$ cat src/fhr_pkg.sv
// package for the fault history and reset supervisor
// assumes a single 200 MHz system clock shared by both ends
package fhr_pkg;

  localparam int unsigned CLK_HZ          = 200_000_000;
  localparam int unsigned HOUR_S          = 3600;
  localparam int unsigned RECOVER_MS      = 1000;
  localparam int unsigned RECOVER_CYC     = CLK_HZ / 1000 * RECOVER_MS;
  localparam logic [15:0] HOUR_MAX        = 16'hffff;
  localparam logic [15:0] DISP_STEP_H     = 16'h000a;   // 0.01 shown step = 10 h
  localparam logic [12:0] DISP_MAX        = 13'h1999;   // 6553 -> 65.53
  localparam logic [7:0]  CMD_RESET       = 8'hfd;
  localparam int unsigned HIST_DEPTH      = 8;
  localparam logic [2:0]  HIST_PTR_RST    = 3'h0;
  localparam logic [3:0]  HIST_CNT_RST    = 4'h0;
  localparam logic [15:0] THERM_RST       = 16'h0000;
  localparam logic [7:0]  RETRY_RST       = 8'h00;

  // event classes
  typedef enum logic [1:0] {
    FHR_CLS_ERRMSG = 2'b00,
    FHR_CLS_WARN   = 2'b01,
    FHR_CLS_ALARM  = 2'b10,
    FHR_CLS_FAULT  = 2'b11
  } fhr_cls_t;

  // panel display selection
  typedef enum logic [1:0] {
    FHR_DISP_MON   = 2'b00,
    FHR_DISP_MSG   = 2'b01,
    FHR_DISP_FAULT = 2'b10
  } fhr_disp_t;

  typedef enum logic [1:0] {
    FHR_ST_RUN   = 2'b00,
    FHR_ST_TRIP  = 2'b01,
    FHR_ST_RESET = 2'b10,
    FHR_ST_WAIT  = 2'b11
  } fhr_state_t;

endpackage : fhr_pkg

$ cat src/fhr_link_if.sv
// interface joining the drive supervisor and its controlling party
// assumes both ends share clk_sys
`timescale 1ns/1ps
interface fhr_link_if (
  input wire logic clk_sys
);
  logic       cmd_valid;    // one-cycle instruction strobe
  logic [7:0] cmd_code;     // instruction code
  logic       stop_key;     // panel stop key pulse
  logic       start_cmd;    // start command level
  logic       tripped;      // drive output shut off
  logic       fault_out;    // fault output signal
  logic       alarm_out;    // alarm output signal
  logic       ready;        // drive in normal operation

  modport drive (
    input  cmd_valid, cmd_code, stop_key, start_cmd,
    output tripped, fault_out, alarm_out, ready
  );
  modport master (
    output cmd_valid, cmd_code, stop_key, start_cmd,
    input  tripped, fault_out, alarm_out, ready
  );
endinterface : fhr_link_if

$ cat src/fhr_drive.sv
// drive-side supervisor: hour counters, event sorting, fault history, reset
// assumes events come as one-cycle pulses from detection logic in clk_sys
// Function
// - hour counters count 0..65535 and wrap
// - panel shows hours at 0.001 per hour
// - fault trips output, display shows fault
// - error messages display only, no trip
// - warnings display only, no trip
// - alarms no trip, optional alarm output
// - fault trips and asserts fault output
// - keep history of last eight faults
// - reset clears thermal value and retries
// - normal operation resumes 1 s after reset
// - fieldbus reset code triggers full reset
// - fieldbus reset ignored during comm error
// - stop key resets only while tripped
// - power cycle: wait until panel dark
// - aux supply: key or fieldbus reset only
// - start off before issuing fault reset
`timescale 1ns/1ps
module fhr_drive
  import fhr_pkg::*;
#(
  parameter int unsigned RECOVER_CYCLES = RECOVER_CYC
) (
  input  wire logic   clk_sys,
  input  wire logic   rst,
  fhr_link_if.drive   lnk,
  input  wire logic   hour_tick,
  input  wire logic   running,
  input  wire logic   evt_valid,
  input  wire logic [1:0] evt_class,
  input  wire logic [7:0] evt_code,
  input  wire logic   alarm_en,
  input  wire logic   comm_err,
  input  wire logic   therm_inc,
  input  wire logic   retry_inc,
  input  wire logic [2:0] hist_sel,
  output logic [15:0] energ_hours,
  output logic [15:0] run_hours,
  output logic [12:0] energ_disp,
  output logic [12:0] run_disp,
  output logic [1:0]  disp_mode,
  output logic [7:0]  disp_code,
  output logic [7:0]  hist_code,
  output logic [3:0]  hist_count,
  output logic [15:0] therm_value,
  output logic [7:0]  retry_count
);

  // ***************************************
  // hour accumulation
  // ***************************************
  logic [15:0] energ_r, run_r;
  logic [12:0] edisp_r, rdisp_r;
  logic [3:0]  esub_r, rsub_r;
  logic        in_reset;

  // one shown 0.01 step per ten hours, wraps after the top shown value
  function automatic logic [12:0] disp_step(input logic [12:0] d);
    disp_step = (d == DISP_MAX) ? 13'h0000 : d + 13'h0001;
  endfunction : disp_step

  function automatic logic [3:0] sub_step(input logic [3:0] s);
    sub_step = (s == DISP_STEP_H[3:0] - 4'h1) ? 4'h0 : s + 4'h1;
  endfunction : sub_step

  // hours persist across drive resets; only rst clears them
  always_ff @(posedge clk_sys) begin
    if (rst) begin
      energ_r <= 16'h0000;
      esub_r  <= 4'h0;
      edisp_r <= 13'h0000;
    end else if (hour_tick) begin
      energ_r <= energ_r + 16'h0001;
      esub_r  <= sub_step(esub_r);
      if (esub_r == DISP_STEP_H[3:0] - 4'h1) begin
        edisp_r <= disp_step(edisp_r);
      end
      // hour wrap restarts the shown value whatever the sub count is
      if (energ_r == HOUR_MAX) begin
        esub_r  <= 4'h0;
        edisp_r <= 13'h0000;
      end
    end
  end

  always_ff @(posedge clk_sys) begin
    if (rst) begin
      run_r   <= 16'h0000;
      rsub_r  <= 4'h0;
      rdisp_r <= 13'h0000;
    end else if (hour_tick && running && !lnk.tripped) begin
      run_r  <= run_r + 16'h0001;
      rsub_r <= sub_step(rsub_r);
      if (rsub_r == DISP_STEP_H[3:0] - 4'h1) begin
        rdisp_r <= disp_step(rdisp_r);
      end
      if (run_r == HOUR_MAX) begin
        rsub_r  <= 4'h0;
        rdisp_r <= 13'h0000;
      end
    end
  end

  // ***************************************
  // reset sources and sequencing
  // ***************************************
  fhr_state_t  st_r, st_nxt;
  logic [27:0] wait_r;
  logic        bus_rst, key_rst, trip_evt;

  assign trip_evt = evt_valid && (evt_class == FHR_CLS_FAULT);
  assign bus_rst  = lnk.cmd_valid && (lnk.cmd_code == CMD_RESET) && !comm_err;
  assign key_rst  = lnk.stop_key && (st_r == FHR_ST_TRIP);
  assign in_reset = (st_r == FHR_ST_RESET);

  always_comb begin
    st_nxt = st_r;
    case (st_r)
      FHR_ST_RUN:   if (bus_rst) st_nxt = FHR_ST_RESET;
                    else if (trip_evt) st_nxt = FHR_ST_TRIP;
      FHR_ST_TRIP:  if (bus_rst || key_rst) st_nxt = FHR_ST_RESET;
      FHR_ST_RESET: st_nxt = FHR_ST_WAIT;
      FHR_ST_WAIT:  if (bus_rst) st_nxt = FHR_ST_RESET;
                    else if (wait_r == 28'(RECOVER_CYCLES - 1)) st_nxt = FHR_ST_RUN;
      default:      st_nxt = FHR_ST_RUN;
    endcase
  end

  always_ff @(posedge clk_sys) begin
    if (rst) begin
      st_r <= FHR_ST_WAIT;
    end else begin
      st_r <= st_nxt;
    end
  end

  // recovery timer restarts each time the reset pulse is seen
  always_ff @(posedge clk_sys) begin
    if (rst || st_r != FHR_ST_WAIT) begin
      wait_r <= 28'h0000000;
    end else begin
      wait_r <= wait_r + 28'h0000001;
    end
  end

  // link outputs; start interlock is the master's duty
  always_ff @(posedge clk_sys) begin
    if (rst) begin
      lnk.tripped   <= 1'b1;
      lnk.fault_out <= 1'b0;
      lnk.alarm_out <= 1'b0;
      lnk.ready     <= 1'b0;
    end else begin
      lnk.tripped   <= (st_nxt != FHR_ST_RUN);
      lnk.fault_out <= (st_nxt == FHR_ST_TRIP);
      lnk.ready     <= (st_nxt == FHR_ST_RUN);
      // a new alarm beats a reset in the same cycle so it is never lost
      if (evt_valid && evt_class == FHR_CLS_ALARM && alarm_en) begin
        lnk.alarm_out <= 1'b1;
      end else if (st_nxt == FHR_ST_RESET) begin
        lnk.alarm_out <= 1'b0;
      end
    end
  end

  // ***************************************
  // display and fault history
  // ***************************************
  logic [1:0] dmode_r;
  logic [7:0] dcode_r;
  logic [7:0] hist_r [HIST_DEPTH];
  logic [2:0] wptr_r;
  logic [3:0] hcnt_r;

  // faults take the display; other classes show only while no fault is up
  always_ff @(posedge clk_sys) begin
    if (rst || in_reset) begin
      dmode_r <= FHR_DISP_MON;
      dcode_r <= 8'h00;
    end else if (trip_evt && st_r == FHR_ST_RUN) begin
      dmode_r <= FHR_DISP_FAULT;
      dcode_r <= evt_code;
    end else if (evt_valid && evt_class != FHR_CLS_FAULT && dmode_r != FHR_DISP_FAULT) begin
      dmode_r <= FHR_DISP_MSG;
      dcode_r <= evt_code;
    end
  end

  // ring of eight; a ninth fault overwrites the oldest slot
  always_ff @(posedge clk_sys) begin
    if (rst) begin
      wptr_r <= HIST_PTR_RST;
      hcnt_r <= HIST_CNT_RST;
      for (int i = 0; i < HIST_DEPTH; i++) begin
        hist_r[i] <= 8'h00;
      end
    end else if (trip_evt && st_r == FHR_ST_RUN) begin
      hist_r[wptr_r] <= evt_code;
      wptr_r <= wptr_r + 3'h1;
      if (hcnt_r != 4'(HIST_DEPTH)) begin
        hcnt_r <= hcnt_r + 4'h1;
      end
    end
  end

  // hist_sel 0 is the newest entry
  logic [7:0] hsel_r;
  always_ff @(posedge clk_sys) begin
    if (rst) begin
      hsel_r <= 8'h00;
    end else begin
      hsel_r <= hist_r[wptr_r - 3'h1 - hist_sel];
    end
  end

  // ***************************************
  // protective integrators cleared on reset
  // ***************************************
  logic [15:0] therm_r;
  logic [7:0]  retry_r;

  always_ff @(posedge clk_sys) begin
    if (rst || in_reset) begin
      therm_r <= THERM_RST;
      retry_r <= RETRY_RST;
    end else begin
      if (therm_inc && therm_r != 16'hffff) therm_r <= therm_r + 16'h0001;
      if (retry_inc && retry_r != 8'hff) retry_r <= retry_r + 8'h01;
    end
  end

  assign energ_hours = energ_r;
  assign run_hours   = run_r;
  assign energ_disp  = edisp_r;
  assign run_disp    = rdisp_r;
  assign disp_mode   = dmode_r;
  assign disp_code   = dcode_r;
  assign hist_code   = hsel_r;
  assign hist_count  = hcnt_r;
  assign therm_value = therm_r;
  assign retry_count = retry_r;

endmodule : fhr_drive

$ cat src/flat_wrapper.sv
// flat-port wrapper written by rule: the top's interface ports become plain ports
module fhr_drive_flat import fhr_pkg::*;
#(
  parameter int unsigned RECOVER_CYCLES = RECOVER_CYC
)
  (clk_sys, rst, hour_tick, running, evt_valid, evt_class, evt_code, alarm_en, comm_err, therm_inc, retry_inc, hist_sel, energ_hours, run_hours, energ_disp, run_disp, disp_mode, disp_code, hist_code, hist_count, therm_value, retry_count, lnk_cmd_valid, lnk_cmd_code, lnk_stop_key, lnk_start_cmd, lnk_tripped, lnk_fault_out, lnk_alarm_out, lnk_ready);
  fhr_link_if lnk_i (.clk_sys(clk_sys));
  input  wire logic clk_sys;
  input  wire logic rst;
  input  wire logic hour_tick;
  input  wire logic running;
  input  wire logic evt_valid;
  input  wire logic [1:0] evt_class;
  input  wire logic [7:0] evt_code;
  input  wire logic alarm_en;
  input  wire logic comm_err;
  input  wire logic therm_inc;
  input  wire logic retry_inc;
  input  wire logic [2:0] hist_sel;
  output logic [15:0] energ_hours;
  output logic [15:0] run_hours;
  output logic [12:0] energ_disp;
  output logic [12:0] run_disp;
  output logic [1:0] disp_mode;
  output logic [7:0] disp_code;
  output logic [7:0] hist_code;
  output logic [3:0] hist_count;
  output logic [15:0] therm_value;
  output logic [7:0] retry_count;
  input wire logic [$bits(lnk_i.cmd_valid)-1:0] lnk_cmd_valid;
  input wire logic [$bits(lnk_i.cmd_code)-1:0] lnk_cmd_code;
  input wire logic [$bits(lnk_i.stop_key)-1:0] lnk_stop_key;
  input wire logic [$bits(lnk_i.start_cmd)-1:0] lnk_start_cmd;
  output wire logic [$bits(lnk_i.tripped)-1:0] lnk_tripped;
  output wire logic [$bits(lnk_i.fault_out)-1:0] lnk_fault_out;
  output wire logic [$bits(lnk_i.alarm_out)-1:0] lnk_alarm_out;
  output wire logic [$bits(lnk_i.ready)-1:0] lnk_ready;
  assign lnk_i.cmd_valid = lnk_cmd_valid;
  assign lnk_i.cmd_code = lnk_cmd_code;
  assign lnk_i.stop_key = lnk_stop_key;
  assign lnk_i.start_cmd = lnk_start_cmd;
  assign lnk_tripped = lnk_i.tripped;
  assign lnk_fault_out = lnk_i.fault_out;
  assign lnk_alarm_out = lnk_i.alarm_out;
  assign lnk_ready = lnk_i.ready;
  fhr_drive #(.RECOVER_CYCLES(RECOVER_CYCLES)) u_core (.clk_sys(clk_sys), .rst(rst), .lnk(lnk_i), .hour_tick(hour_tick), .running(running), .evt_valid(evt_valid), .evt_class(evt_class), .evt_code(evt_code), .alarm_en(alarm_en), .comm_err(comm_err), .therm_inc(therm_inc), .retry_inc(retry_inc), .hist_sel(hist_sel), .energ_hours(energ_hours), .run_hours(run_hours), .energ_disp(energ_disp), .run_disp(run_disp), .disp_mode(disp_mode), .disp_code(disp_code), .hist_code(hist_code), .hist_count(hist_count), .therm_value(therm_value), .retry_count(retry_count));
endmodule
$ cat config.mk
export PLATFORM = sky130hd
export DESIGN_NAME = fhr_drive_flat
export DESIGN_NICKNAME = d
export VERILOG_FILES = /design/src/fhr_pkg.sv /design/src/fhr_link_if.sv /design/src/fhr_drive.sv /design/src/flat_wrapper.sv
export SDC_FILE = /design/constraint.sdc
export NUM_CORES = 1
export LEC_CHECK = 0
export ABC_AREA = 1
export BUFFER_PORTS_ARGS = -buffer_cell sky130_fd_sc_hd__buf_2
export CAP_MARGIN = 20
export CORE_MARGIN = 3
export CORE_UTILIZATION = 60
export CTS_BUF_LIST = sky130_fd_sc_hd__clkbuf_4
export DETAILED_ROUTE_END_ITERATION = 10
export PLACE_DENSITY = 0.83
export SYNTH_ARGS = -nofsm -noshare
export SYNTH_HDL_FRONTEND = slang
export SYNTH_SLANG_ARGS = --single-unit
export TNS_END_PERCENT = 30
$ cat constraint.sdc
create_clock -name clk_sys -period 2.82 [get_ports clk_sys]
set_clock_uncertainty 0.05 [all_clocks]
set_input_delay 0.282 -clock clk_sys [delete_from_list [all_inputs] [get_ports clk_sys]]
set_output_delay 0.282 -clock clk_sys [all_outputs]
set_load 0.03 [all_outputs]
==> impl_metrics.env <==
export IMPL_status="finished clean"
export IMPL_critical_path_required_ns=3.27
export IMPL_gp_congestion=0.8867
export IMPL_synth_warnings=0
export IMPL_layout_drive_gt1_share_pct=18.03
export IMPL_netlist_area_um2=10160
export IMPL_syn_area_per_cell_um2=7.826
export IMPL_routed_wl_um=23930
export IMPL_syn_to_final_growth_pct=17.05
export IMPL_cts_tree="yes"
export IMPL_dieArea_um2=18530
export IMPL_p_leak_nw=5.119
export IMPL_combPwrFrac_pct=6.3
export IMPL_cts_htree_levels=2
export IMPL_endpoint_kind="flip-flop"
export IMPL_final_hold_violation_count=0
export IMPL_grt_start_max_net_pins=39
export IMPL_place_port_buffers=139
export IMPL_grt_pass1_wl_um=39190
export IMPL_startpoint_type="flip-flop"
export IMPL_rsz0062_at_grt="no"
export IMPL_start_util_pct=62.59
export IMPL_worst_pin_slew_ns=0.5858
export IMPL_synth_ff_type="dfxtp_1"
export IMPL_power_share_clock_pct=40.7
export IMPL_ys_seq_area_share_pct=48.28
export IMPL_post_route_period_util_pct=85.71
export IMPL_remaining_drc_errors=0
export IMPL_cp_max_fo=10
export IMPL_cts_buffers=55
export IMPL_syn_nets=1349
export IMPL_cpMostUsedCell="o21ai_0"
export IMPL_hp_class="in -> reg"
export IMPL_slew_violations=0
export IMPL_clkTransAtPathRegs_ns=0.07
export IMPL_die_w_um=136.1
export IMPL_ys_seq_elements=213
export IMPL_cts_root_buf="clkbuf_4"
export IMPL_cp_arrival_ns=2.87
export IMPL_clockBufferDepth=3
export IMPL_dr_first_iter_drc_count=663
export IMPL_fin_ws_ns=0.4030
export IMPL_overflow=0
export IMPL_syn_inst=1298
export IMPL_internal_power_mw=4.610
export IMPL_instances_no_fill=1748
export IMPL_placedCellCount=1634
export IMPL_cpPeakStageDelay_ns=0.73
export IMPL_crit_slowest_cell="fa_1"
export IMPL_synth_edf_count=64
export IMPL_cts_sinks=213
export IMPL_via_per_inst=5.305
export IMPL_cts_setup_buffers=0
export IMPL_switchingPower_mw=1.557
export IMPL_post_place_ws_ns=0.4616
export IMPL_power_density_nw_per_um2=518.6
export IMPL_clk_latency_ns=0.65
export IMPL_grt_pass1_vias=8482
export IMPL_grt_use_total_pct=25.62
export IMPL_critPathKind="reg -> reg"
export IMPL_setup_tns_ns=0
export IMPL_clock_fmax_mhz=413.7
export IMPL_crit_chain="ha_1 > inv_1 > fa_1 > buf_4 > a21oi_1 > o21ai_0 > o21ai_0 > o21ai_0 > a31oi_1"
export IMPL_switching_share_pct=25.24
export IMPL_fin_nets=1542
export IMPL_p_total_mw=6.167
export IMPL_setup_viol=0
export IMPL_firstDrtPassIters=5
export IMPL_p_seq_share_pct=52.9
export IMPL_io_pins=141
export IMPL_drv_cap=0
export IMPL_vias=9273
export IMPL_fp_coreArea_um2=16230
export IMPL_yosysUniqueCellTypes=49
export IMPL_rows=46
export IMPL_antenna_found_initial=1
export IMPL_ant_nets=0
export IMPL_routedWlPerCell_um=13.69
export IMPL_die_height_um=136.1
export IMPL_dp_hpwl_um=16730
export IMPL_async_reset_ff_share_pct=0
export IMPL_relSlewSlack_pct=60.71
export IMPL_postCtsResizedCells=0
export IMPL_period_needed_ns=2.417
export IMPL_peakVddDrop_mv=0.3301
export IMPL_timing_hold_ws_ns=0.05192
[area by class of cell]
class                           count  area, um^2
Antenna cell                        1       2.502
Tap cell                          216       270.3
Multi-Input combinational cell    879        4443
Inverter                          176       660.6
Clock buffer                       77       578.1
Fill cell                        1314        4340
Sequential cell                   213        4905
Timing Repair Buffer              166       950.9
Clock inverter                     20       80.08
[cell families (layout without fill, tap and decap cells)]
| logic type | Yosys count | in the layout | synth area share [%] |
|---|---|---|---|
| flip-flops | 213 | 213 | 48.28 |
| multiplexers | 8 | 8 | 0.7883 |
| AND/OR/NAND/NOR | 601 | 601 | 26.17 |
| other | 0 | 1 | 0 |
| adder cells (fa/ha/maj) | 18 | 18 | 2.291 |
| AO/OA/AOI/OAI | 221 | 221 | 11.81 |
| XOR/XNOR | 31 | 31 | 2.673 |
| buffers and inverters | 206 | 439 | 7.981 |
[placed cells by master (no fill, tap or decap), drive strengths merged]
cell type,count
a211oi,5
a21oi,96
a311oi,1
a31o,2
a31oi,11
and3,3
buf,150
clkbuf,77
clkinv,29
dfxtp,149
diode,1
dlygate4sd3,16
edfxtp,64
fa,1
ha,17
inv,167
mux2i,8
nand2,253
nand3,60
nand3b,4
nand4,25
nor2,202
nor3,36
nor3b,4
nor4,9
o211ai,8
o21a,3
o21ai,92
o21bai,2
o22ai,1
or2,5
xnor2,7
xor2,24
[state kept, by name (all words and copies together) (netlist names), 2 cells and up]
| name | count |
|---|---|
| u_core.disp_code | 8 |
| u_core.run_hours | 16 |
| u_core.retry_count | 8 |
| u_core.wptr_r | 3 |
| u_core.hist_r | 64 |
| u_core.esub_r | 4 |
| u_core.energ_hours | 16 |
| u_core.st_r | 2 |
| u_core.run_disp | 13 |
| u_core.energ_disp | 13 |
| u_core.therm_value | 16 |
| u_core.rsub_r | 4 |
| u_core.hist_code | 8 |
| u_core.disp_mode | 2 |
| u_core.hist_count | 4 |
| u_core.wait_r | 28 |
[repair_timing]
action / in CTS / in global routing
endpoints found under the setup margin: 0 / 0
hold buffers: 16 / 0
endpoints found under the hold margin: 28 / 0
[routing by layer]
metal	GRT usage (%)	part of all wire [%]	up-vias	wire length (um)
met1	33.14	43	4224	10260
met2	43.56	49	317	11660
met5	0	0	-	0
met4	9.406	2.2	0	523
met3	3.960	6.2	49	1484
li1	-	-	4683	-
[critical path, delay by kind of cell (launching register included)]
family                   cells  cell delay [ns]
flip-flops                   1             0.43
buffers and inverters        2             0.29
AO/OA/AOI/OAI                5             0.60
adder cells (fa/ha/maj)      2             0.91
[through the flow]
step	cell area, um^2	util, %
detailed placement	11070	68.20
global route	11890	73.26
global placement	11070	68.20
floorplan	10160	-
CTS	11890	73.24
finish	11890	73.26
[path summary, 6_finish.rpt]
kind,end,slack [ns],startpoint,cells after the start
worst max-delay path,u_core.hist_code[4]$_SDFF_PP0_,0.40,u_core.wptr_r[0]$_SDFFE_PP0P_,9
worst max register to register,u_core.hist_code[4]$_SDFF_PP0_,0.40,u_core.wptr_r[0]$_SDFFE_PP0P_,9
worst min-delay path,u_core.disp_code[4]$_SDFFE_PP0P_,0.05,evt_code[4],3
worst min register to register,u_core.disp_mode[1]$_SDFFE_PP0P_,0.43,u_core.disp_mode[1]$_SDFFE_PP0P_,2
[Yosys cell counts, drive strengths merged (9+ instances only)]
cell	instances	share of area [%]
nor2	202	7.9
xor2	24	2.1
nor4	9	0.55
a21oi	96	4.8
dfxtp	149	29
nand3	60	3.1
nor3	36	2.4
inv	167	6.2
nand2	253	9.6
clkbuf	14	0.52
buf	16	0.96
clkinv	9	0.33
a31oi	11	0.83
nand4	25	1.6
o21ai	92	4.6
ha	17	2.1
edfxtp	64	19
[power groups by stage]
stage          combinational (mW)  sequential [mW]  clock [mW]
2_1_floorplan               0.188             3.38           0
3_3_place_gp                0.361             3.33           0
3_5_place_dp                0.370             3.33           0
4_1_cts                     0.388             3.26        2.57
5_1_grt                     0.426             3.27        2.73
6_report                    0.389             3.27        2.51
Power figures use the tool's default switching activity.
